## config.mk

```make
export PLATFORM = sky130hd
export DESIGN_NAME = pcb_cfg_header
export DESIGN_NICKNAME = d
export VERILOG_FILES = /design/src/pcb_pkg.sv /design/src/pcb_cfg_header.sv /design/src/pcb_sync.sv /design/src/pcb_id_loader.sv
export SDC_FILE = /design/constraint.sdc
export NUM_CORES = 1
export LEC_CHECK = 0
export BUFFER_PORTS_ARGS = -buffer_cell sky130_fd_sc_hd__buf_2
export CAP_MARGIN = 40
export CORE_ASPECT_RATIO = 0.6
export CORE_MARGIN = 2
export CORE_UTILIZATION = 48
export DETAILED_ROUTE_END_ITERATION = 8
export PLACE_DENSITY = 0.75
export SLEW_MARGIN = 10
export SYNTH_ARGS = -nofsm -noshare
export SYNTH_HDL_FRONTEND = slang
export SYNTH_SLANG_ARGS = --single-unit
export TNS_END_PERCENT = 100
```

## constraint.sdc

```tcl
create_clock -name sys_clk_i -period 1.95 [get_ports sys_clk_i]
set_input_delay 0.0975 -clock sys_clk_i [delete_from_list [all_inputs] [get_ports sys_clk_i]]
set_output_delay 0.0975 -clock sys_clk_i [all_outputs]
set_load 0.05 [all_outputs]
```

## src/pcb_pkg.sv

```systemverilog
// constants shared by the configuration header slice
`default_nettype none
package pcb_pkg;
  // ==========================================================
  // register offsets (byte addresses in configuration space)
  localparam logic [7:0] OFF_TASK1    = 8'h18;  // channel 1 task file base
  localparam logic [7:0] OFF_CMD1     = 8'h1c;  // channel 1 control block base
  localparam logic [7:0] OFF_BM       = 8'h20;  // bus master base
  localparam logic [7:0] OFF_MEM      = 8'h24;  // driver memory base
  localparam logic [7:0] OFF_SUBSYS   = 8'h2c;  // subsystem identity
  localparam logic [7:0] OFF_ROM      = 8'h30;  // option rom base
  localparam logic [7:0] OFF_CAP      = 8'h34;  // capability pointer
  localparam logic [7:0] OFF_CFGCTL   = 8'h40;  // configuration control
  // ==========================================================
  // writable masks and hardwired low bits
  localparam logic [31:0] MASK_TASK   = 32'hffff_fff8;
  localparam logic [31:0] FIX_TASK    = 32'h0000_0001;
  localparam logic [31:0] MASK_CMD    = 32'hffff_fffc;
  localparam logic [31:0] FIX_CMD     = 32'h0000_0001;
  localparam logic [31:0] MASK_BM     = 32'hffff_fff0;
  localparam logic [31:0] FIX_BM      = 32'h0000_0001;
  localparam logic [31:0] MASK_MEM    = 32'hffff_ff00;
  localparam logic [31:0] MASK_ROM    = 32'hfff8_0001;
  localparam logic [31:0] CAP_VALUE   = 32'h0000_0060;
  localparam logic [31:0] BAR_RESET   = 32'h0000_0000;
  // ==========================================================
  // identity load signatures
  localparam logic [15:0] EE_SIG     = 16'h55aa;
  localparam logic [15:0] FL_SIG_HI  = 16'haa55;
  localparam logic [7:0]  FL_SIG_LO  = 8'h55;
  localparam logic [18:0] FL_ADDR_HI = 19'h7fffe;
  localparam logic [18:0] FL_ADDR_LO = 19'h7fffc;
  // ==========================================================
  // loader states
  typedef enum logic [2:0] {
    LD_IDLE = 3'b000,
    LD_EE   = 3'b001,
    LD_FL1  = 3'b010,
    LD_FL2  = 3'b011,
    LD_DONE = 3'b100
  } pcb_ld_e;
endpackage
`default_nettype wire

```

## src/pcb_cfg_header.sv

```systemverilog
// configuration header slice 18h..34h plus the header write unlock at 40h
// ==========================================================
// Notes on behaviour
// - task-file-base bits 31:3 store written address
// - bits 2:0 read fixed 001
// - control base bits 31:2 writable
// - control base bits 1:0 read 01
// - bus master base bits 31:4 writable
// - bus master base bits 3:0 read 0001
// - memory base enabled only by strap high
// - memory base bits 31:8 writable when enabled
// - memory base bits 7:0 read zero
// - identity: product 31:16, vendor 15:0, writable only under unlock
// - identity from default, external load, or write
// - eeprom valid when both words read 55aa
// - flash valid with aa55 and 55 signatures
// - identity writable only when unlock bit set
// - option rom base bits 31:19 writable
// - option rom bits 18:1 read zero
// - rom decode only while enable bit set
// - capability pointer reads 60 hex
// - capability pointer bits 31:8 read zero
// - unlock bit 0 at 40h opens identity writes
`default_nettype none
module pcb_cfg_header #(
  parameter logic [31:0] DEFAULT_ID = 32'h1234_abcd  // arbitrary neutral identity
) (
  input  wire logic        sys_clk_i,
  input  wire logic        resetn_i,
  // configuration access port, same clock domain
  input  wire logic        cfg_wr_i,       // one cycle write strobe
  input  wire logic        cfg_rd_i,       // one cycle read strobe
  input  wire logic [7:0]  cfg_addr_i,     // byte offset, dword aligned
  input  wire logic [3:0]  cfg_be_i,       // byte enables
  input  wire logic [31:0] cfg_wdata_i,    // write data
  output logic [31:0]      cfg_rdata_o,    // read data, valid with cfg_ack_o
  output logic             cfg_ack_o,      // one cycle answer
  // strap pin
  input  wire logic        memory_bar_strap_enable_i,
  // external memory reader
  output logic             ext_rd_req_o,
  output logic             ext_rd_flash_o,
  output logic [18:0]      ext_rd_addr_o,
  input  wire logic        ext_rd_ack_i,
  input  wire logic [31:0] ext_rd_data_i,
  // decode state for the rest of the device
  output logic [31:0]      task1_base_o,
  output logic [31:0]      cmd1_base_o,
  output logic [31:0]      bm_base_o,
  output logic [31:0]      mem_base_o,
  output logic             mem_bar_en_o,   // memory window usable
  output logic [31:0]      rom_base_o,
  output logic             rom_decode_en_o,
  output logic [31:0]      subsys_id_o,
  output logic             id_ready_o      // identity source settled
);
  import pcb_pkg::*;

  // ==========================================================
  // storage
  logic [31:0] task1_q;    // channel 1 task file base, writable bits only
  logic [31:0] cmd1_q;     // channel 1 control block base
  logic [31:0] bm_q;       // bus master base
  logic [31:0] mem_q;      // driver memory base
  logic [31:0] rom_q;      // option rom base with enable in bit 0
  logic [31:0] id_q;       // subsystem identity
  logic        unlock_q;   // header write unlock
  logic        strap_s;    // synchronised strap
  logic        ld_load;    // loader result strobe
  logic [31:0] ld_id;      // loader result
  logic        ld_done;    // loader finished
  logic [31:0] rdata_d;    // read mux
  logic [31:0] bemask;     // byte enable mask

  // merge written bytes into a register under a writable mask
  function automatic logic [31:0] merge(input logic [31:0] old, input logic [31:0] wd,
                                        input logic [31:0] be, input logic [31:0] wm);
    merge = (old & ~(be & wm)) | (wd & be & wm);
  endfunction

  assign bemask = {{8{cfg_be_i[3]}}, {8{cfg_be_i[2]}}, {8{cfg_be_i[1]}}, {8{cfg_be_i[0]}}};

  // ==========================================================
  // strap input from a pin
  pcb_sync u_strap (
    .sys_clk_i (sys_clk_i),
    .resetn_i  (resetn_i),
    .d_i       (memory_bar_strap_enable_i),
    .q_o       (strap_s)
  );

  // ==========================================================
  // identity loader
  pcb_id_loader u_loader (
    .sys_clk_i  (sys_clk_i),
    .resetn_i   (resetn_i),
    .rd_req_o   (ext_rd_req_o),
    .rd_flash_o (ext_rd_flash_o),
    .rd_addr_o  (ext_rd_addr_o),
    .rd_ack_i   (ext_rd_ack_i),
    .rd_data_i  (ext_rd_data_i),
    .load_o     (ld_load),
    .id_o       (ld_id),
    .done_o     (ld_done)
  );

  // ==========================================================
  // i/o base registers; only writable bits are held, so an all-ones
  // write reads back as the window size mask plus fixed bits
  always_ff @(posedge sys_clk_i or negedge resetn_i) begin
    if (!resetn_i) begin
      task1_q <= BAR_RESET;
      cmd1_q  <= BAR_RESET;
      bm_q    <= BAR_RESET;
    end else if (cfg_wr_i) begin
      if (cfg_addr_i == OFF_TASK1) task1_q <= merge(task1_q, cfg_wdata_i, bemask, MASK_TASK);
      if (cfg_addr_i == OFF_CMD1)  cmd1_q  <= merge(cmd1_q, cfg_wdata_i, bemask, MASK_CMD);
      if (cfg_addr_i == OFF_BM)    bm_q    <= merge(bm_q, cfg_wdata_i, bemask, MASK_BM);
    end
  end

  // ==========================================================
  // memory base: writes dropped while the strap is low
  always_ff @(posedge sys_clk_i or negedge resetn_i) begin
    if (!resetn_i) begin
      mem_q <= BAR_RESET;
    end else if (!strap_s) begin
      mem_q <= BAR_RESET;
    end else if (cfg_wr_i && cfg_addr_i == OFF_MEM) begin
      mem_q <= merge(mem_q, cfg_wdata_i, bemask, MASK_MEM);
    end
  end

  // ==========================================================
  // option rom base with its enable bit
  always_ff @(posedge sys_clk_i or negedge resetn_i) begin
    if (!resetn_i) begin
      rom_q <= BAR_RESET;
    end else if (cfg_wr_i && cfg_addr_i == OFF_ROM) begin
      rom_q <= merge(rom_q, cfg_wdata_i, bemask, MASK_ROM);
    end
  end

  // ==========================================================
  // header write unlock, bit 0 at 40h
  always_ff @(posedge sys_clk_i or negedge resetn_i) begin
    if (!resetn_i) begin
      unlock_q <= 1'b0;
    end else if (cfg_wr_i && cfg_addr_i == OFF_CFGCTL && cfg_be_i[0]) begin
      unlock_q <= cfg_wdata_i[0];
    end
  end

  // ==========================================================
  // subsystem identity: default, then loader, then unlocked writes
  always_ff @(posedge sys_clk_i or negedge resetn_i) begin
    if (!resetn_i) begin
      id_q <= 32'h0;
    end else if (!ld_done && !ld_load) begin
      id_q <= DEFAULT_ID;
    end else if (ld_load) begin
      id_q <= ld_id;
    end else if (cfg_wr_i && cfg_addr_i == OFF_SUBSYS && unlock_q) begin
      id_q <= merge(id_q, cfg_wdata_i, bemask, 32'hffff_ffff);
    end
  end

  // ==========================================================
  // read mux with fixed low bits; unmapped offsets read zero
  always_comb begin
    rdata_d = 32'h0;
    unique case (cfg_addr_i)
      OFF_TASK1:  rdata_d = (task1_q & MASK_TASK) | FIX_TASK;
      OFF_CMD1:   rdata_d = (cmd1_q & MASK_CMD) | FIX_CMD;
      OFF_BM:     rdata_d = (bm_q & MASK_BM) | FIX_BM;
      OFF_MEM:    rdata_d = mem_q & MASK_MEM;
      OFF_SUBSYS: rdata_d = id_q;
      OFF_ROM:    rdata_d = rom_q & MASK_ROM;
      OFF_CAP:    rdata_d = CAP_VALUE;
      OFF_CFGCTL: rdata_d = {31'h0, unlock_q};
      default:    rdata_d = 32'h0;
    endcase
  end

  // ==========================================================
  // registered answer, one cycle after the strobe
  always_ff @(posedge sys_clk_i or negedge resetn_i) begin
    if (!resetn_i) begin
      cfg_rdata_o <= 32'h0;
      cfg_ack_o   <= 1'b0;
    end else begin
      cfg_ack_o   <= cfg_rd_i | cfg_wr_i;
      cfg_rdata_o <= cfg_rd_i ? rdata_d : 32'h0;
    end
  end

  // ==========================================================
  // decode outputs, registered
  always_ff @(posedge sys_clk_i or negedge resetn_i) begin
    if (!resetn_i) begin
      task1_base_o    <= 32'h0;
      cmd1_base_o     <= 32'h0;
      bm_base_o       <= 32'h0;
      mem_base_o      <= 32'h0;
      mem_bar_en_o    <= 1'b0;
      rom_base_o      <= 32'h0;
      rom_decode_en_o <= 1'b0;
      subsys_id_o     <= 32'h0;
      id_ready_o      <= 1'b0;
    end else begin
      task1_base_o    <= task1_q & MASK_TASK;
      cmd1_base_o     <= cmd1_q & MASK_CMD;
      bm_base_o       <= bm_q & MASK_BM;
      mem_base_o      <= mem_q & MASK_MEM;
      mem_bar_en_o    <= strap_s;
      rom_base_o      <= rom_q & MASK_ROM;
      rom_decode_en_o <= rom_q[0];
      subsys_id_o     <= id_q;
      id_ready_o      <= ld_done;
    end
  end
endmodule
`default_nettype wire

```

## src/pcb_sync.sv

```systemverilog
// two flop synchroniser for a level from a pin
`default_nettype none
module pcb_sync (
  input  wire logic sys_clk_i,
  input  wire logic resetn_i,
  input  wire logic d_i,
  output logic      q_o
);
  logic meta_q;  // first stage, read only by the second
  // ==========================================================
  // two stages
  always_ff @(posedge sys_clk_i or negedge resetn_i) begin
    if (!resetn_i) begin
      meta_q <= 1'b0;
      q_o    <= 1'b0;
    end else begin
      meta_q <= d_i;
      q_o    <= meta_q;
    end
  end
endmodule
`default_nettype wire

```

## src/pcb_id_loader.sv

```systemverilog
// identity loader: fetches signatures and the identity word after reset
`default_nettype none
module pcb_id_loader (
  input  wire logic        sys_clk_i,
  input  wire logic        resetn_i,
  output logic             rd_req_o,    // read request to external memory
  output logic             rd_flash_o,  // 1: flash, 0: serial eeprom
  output logic [18:0]      rd_addr_o,   // byte address of the word
  input  wire logic        rd_ack_i,    // read done, data valid
  input  wire logic [31:0] rd_data_i,   // read data
  output logic             load_o,      // one cycle: identity valid
  output logic [31:0]      id_o,        // identity loaded
  output logic             done_o       // loading sequence finished
);
  import pcb_pkg::*;
  pcb_ld_e st_q;  // sequence state
  // ==========================================================
  // sequence: eeprom words 0..3, then flash signature, then give up
  always_ff @(posedge sys_clk_i or negedge resetn_i) begin
    if (!resetn_i) begin
      st_q      <= LD_IDLE;
      rd_req_o  <= 1'b0;
      rd_flash_o <= 1'b0;
      rd_addr_o <= 19'h0;
      load_o    <= 1'b0;
      id_o      <= 32'h0;
      done_o    <= 1'b0;
    end else begin
      load_o <= 1'b0;
      unique case (st_q)
        LD_IDLE: begin
          rd_req_o  <= 1'b1;   // eeprom words 03:02 and 01:00 at once
          rd_flash_o <= 1'b0;
          rd_addr_o <= 19'h0;
          st_q      <= LD_EE;
        end
        LD_EE: if (rd_ack_i) begin
          // both halves must carry the signature
          if (rd_data_i == {EE_SIG, EE_SIG}) begin
            rd_addr_o <= 19'h4;  // identity follows the signature
            st_q      <= LD_FL2;
          end else begin
            rd_flash_o <= 1'b1;
            rd_addr_o <= FL_ADDR_HI;
            st_q      <= LD_FL1;
          end
        end
        LD_FL1: if (rd_ack_i) begin
          // hi half at 7fffe, lo byte reports 7fffc
          if (rd_data_i[31:16] == FL_SIG_HI && rd_data_i[7:0] == FL_SIG_LO) begin
            rd_addr_o <= FL_ADDR_LO - 19'h4;
            st_q      <= LD_FL2;
          end else begin
            rd_req_o <= 1'b0;  // no source, defaults stand
            st_q     <= LD_DONE;
          end
        end
        LD_FL2: if (rd_ack_i) begin
          id_o     <= rd_data_i;
          load_o   <= 1'b1;
          rd_req_o <= 1'b0;
          st_q     <= LD_DONE;
        end
        LD_DONE: begin
          rd_req_o <= 1'b0;
          done_o   <= 1'b1;
        end
        default: st_q <= LD_DONE;
      endcase
    end
  end
endmodule
`default_nettype wire

```

==> flow_summary.rst <==
.. list-table::
   :header-rows: 1

   * - Metric
     - Value
   * - Status
     - finished clean
   * - Flip-flop cell with the highest count after synthesis
     - dfrtp_1
   * - Placer congestion estimate
     - 0.915
   * - Die Span Y
     - 140 um
   * - Type of the worst setup path
     - flip-flop to flip-flop
   * - Largest net degree at the start of global routing
     - 88
   * - Crit. End Element
     - flip-flop
   * - Count of different cell masters after synthesis
     - 54
   * - Fill cell count
     - 2293
   * - Fraction of post-synthesis cell area in the top cell type by area
     - 66.7%
   * - Cells after Synth
     - 1134
   * - R2r setup slk
     - 130 ps
   * - Vias in the first global route
     - 10700
   * - Clock tree skew after final layout
     - 18.0 ps
   * - Worst-Margin Slew
     - 910 ps
   * - Number of H-tree levels
     - 2
   * - Hold slack final
     - 27.6 ps
   * - Maxcap violations
     - 0
   * - TritonCTS Sinks
     - 394
   * - Async set-reset flop share out of synthesis
     - 100%
   * - Ratio of final minimum period to clock period
     - 93.1%
   * - Reg2Reg Depth
     - 3
   * - Initial antenna violation count
     - 3
   * - Number of cells traversed by the worst hold path
     - 4
   * - Die X
     - 231 um
   * - Achievable Freq
     - 551 MHz
   * - Iteration count of the initial detailed-routing pass
     - 5
   * - Max-slew violation count
     - 0
   * - Hold-critical path endpoint
     - cfg_rdata_o[5]
   * - Final Hold Violating Endpoints
     - 0
   * - Flip-flop and latch area
     - 0.00986 mm^2
   * - Clock insertion delay at the later pin of the skew report
     - 530 ps
   * - Area of the multi-input gates
     - 0.00442 mm^2
   * - Data required time of the critical path
     - 2320 ps
   * - Setup repair after global routing missed its margin
     - false
   * - Initial detailed-routing violation count
     - 898
   * - Grt ovf
     - 0
   * - Number of storage elements in the synthesis netlist
     - 394
   * - Number of standard-cell rows in the floorplan
     - 49
   * - Wire length after detailed routing
     - 42300 um
   * - Post-DP HPWL
     - 29400 um
   * - Chain of cells forming the critical path
     - nand2b_1 -> nor2_4 -> o21ai_0
   * - CTS Root Cell
     - clkbuf_16
   * - Final total power
     - 21.3 mW
   * - Signal arrival time at the worst endpoint
     - 2180 ps
   * - DRC violations left
     - 0
   * - Core outline area
     - 0.0301 mm^2
   * - P&R area growth vs syn
     - 28.0%
   * - Leak Pwr
     - 9.77 nW
   * - Synth Area per Inst
     - 13.0 um^2
   * - Power per cell area
     - 1130 mW/mm^2
   * - I/O Pins
     - 331
   * - Biggest cell delay along the critical path
     - 760 ps
   * - Total GRT Usage
     - 26.3%
   * - Initial standard-cell utilization of the core
     - 49.1%
   * - Most area-consuming cells after synthesis
     - dfrtp_1 (67%), mux2_2 (7.8%), mux2i_1 (3.0%)
   * - Sequential element share of the synthesized area
     - 66.7%
   * - Remaining antenna violation count
     - 0
   * - Rel. slew slack
     - 39.2%
   * - Clock tree from TritonCTS
     - built
   * - Die area
     - 0.0323 mm^2
   * - Vias post-DR
     - 10600
   * - Top cell type by total area after synthesis
     - dfrtp_1
   * - Count of yosys warnings during synthesis
     - 0
   * - Post-layout nets
     - 1614
   * - Startpoint kind of the worst setup timing path
     - flip-flop
   * - Post-synth EDFFs
     - 0
   * - Startpoint of the lowest-slack register-to-register path
     - u_loader.load_o
   * - Via density
     - 5.41
   * - Final setup violation count
     - 0
   * - VDD IR-drop max
     - 1.03 mV
   * - Syn Std Cell Area
     - 0.0148 mm^2
   * - CP max FO
     - 32
   * - Total clock buffers created by CTS
     - 37
   * - Hold Path Class
     - input pin to flip-flop
   * - Clock-pin slew reported for the worst setup and hold paths after clock tree synthesis
     - 70 ps
   * - Cell with the biggest individual delay on the critical path
     - nor2_4
   * - Port Buffer Count
     - 294
   * - DR WL/cell
     - 21.5 um
   * - Min Tclk post-route
     - 1820 ps
   * - Final core utilization
     - 62.8%
   * - Hold Startpoint
     - cfg_addr_i[3]
   * - Capturing point of the worst reg2reg path
     - id_q[30]
   * - Maximum buffer depth of the clock tree
     - 3
   * - Wire length of the first global-routing pass
     - 64700 um
   * - Fraction of final layout cells with drive strength greater than 1
     - 34.5%
-- placed cells by master, fill, tap and decap left out, types with 23 or more instances in the layout --
master,n
a21oi_1,83
a22oi_1,23
buf_2,293
buf_4,57
clkbuf_16,38
conb_1,36
dfrtp_1,393
dlygate4sd3_1,67
mux2_2,103
mux2i_1,44
nand2_1,117
nor2_1,43
-- where the power goes --
group	switching (mW)	internal [mW]
registers	0.698	9.12
logic	3.14	1.03
clock network	3.06	4.28
total	6.90	14.4
-- metrics by stage --
stage | worst slack, ps | setup TNS (ps) | instance area [um^2] | instances
floorplan | 8.70 | 0 | 14900 | 1169
global placement | -93.1 | -3730 | 17000 | 1834
detailed placement | -115 | -3740 | 17000 | 1834
CTS | 93.4 | 0 | 18900 | 1966
global route | 4.84 | 0 | 18900 | 1969
finish | 134 | 0 | 18900 | 1969
-- kinds of logic (layout without fill, tap and decap cells) --
logic type	after synthesis	count (layout)	share of synthesized area, %
flops	394	394	66.7
simple gates	272	272	9.39
buf+inv	123	512	4.47
mux	147	147	10.8
other cells	1	39	0.0254
compound gates	197	197	8.58
-- cell type report --
type / count / share of cell area [%]
well taps: 408 / 2.70
flip-flops and latches: 394 / 52.1
clock buffers: 57 / 5.99
multi-input cells: 652 / 23.4
clock inverters: 8 / 0.589
inverters: 18 / 0.357
diodes: 3 / 0.0397
repair buffers: 429 / 14.8
-- worst max path at each step --
| stage | from | endpoint | cells past startpoint |
|---|---|---|---|
| final | u_loader.load_o | id_q[30] | 3 |
| after global routing | u_loader.load_o | id_q[24] | 3 |
| after CTS | u_loader.load_o | id_q[30] | 3 |
| after detailed placement | cfg_addr_i[7] | flip-flop | 7 |
| after global placement | cfg_addr_i[7] | flip-flop | 7 |
| after floorplan | u_loader.st_q[0] | u_loader.rd_addr_o[1] | 6 |
-- cell usage after synthesis, drive strengths merged (3+ instances only) --
cell type,n
o21ai,21
o22a,10
and3,3
nor2b,22
clkbuf,45
a221oi,10
a21oi,83
dfrtp,394
nand4,9
a21boi,10
nor3b,20
nor3,16
mux2i,44
a21o,3
nor4bb,12
nor2,44
inv,17
nand2,120
and2,4
or3,3
buf,60
a31oi,6
nand3,7
o2bb2ai,15
mux2,103
a22oi,23
-- worst max-delay path, delay by kind of cell, from the launching register on --
family | cells | cell delay [ps]
and+or+nand+nor | 2 | 1040
AOI/OAI and AO/OA | 1 | 230
DFF | 1 | 390
-- routing by layer --
metal | global-route usage [%] | part of all wire [%] | vias up | routed length, um
met1 | 40.2 | 47 | 5463 | 19800
met2 | 39.8 | 45 | 434 | 19100
met4 | 6.32 | 1.8 | 0 | 767
met5 | 0 | 0 | - | 0
li1 | - | - | 4682 | -
met3 | 4.25 | 6.3 | 64 | 2660
-- timing repair --
action	CTS	global route
setup endpoints to repair	0	6
resized for setup	0	1
hold buffers	67	0
setup buffers	0	0
hold endpoints to repair	557	0
Power figures use the tool's default switching activity.
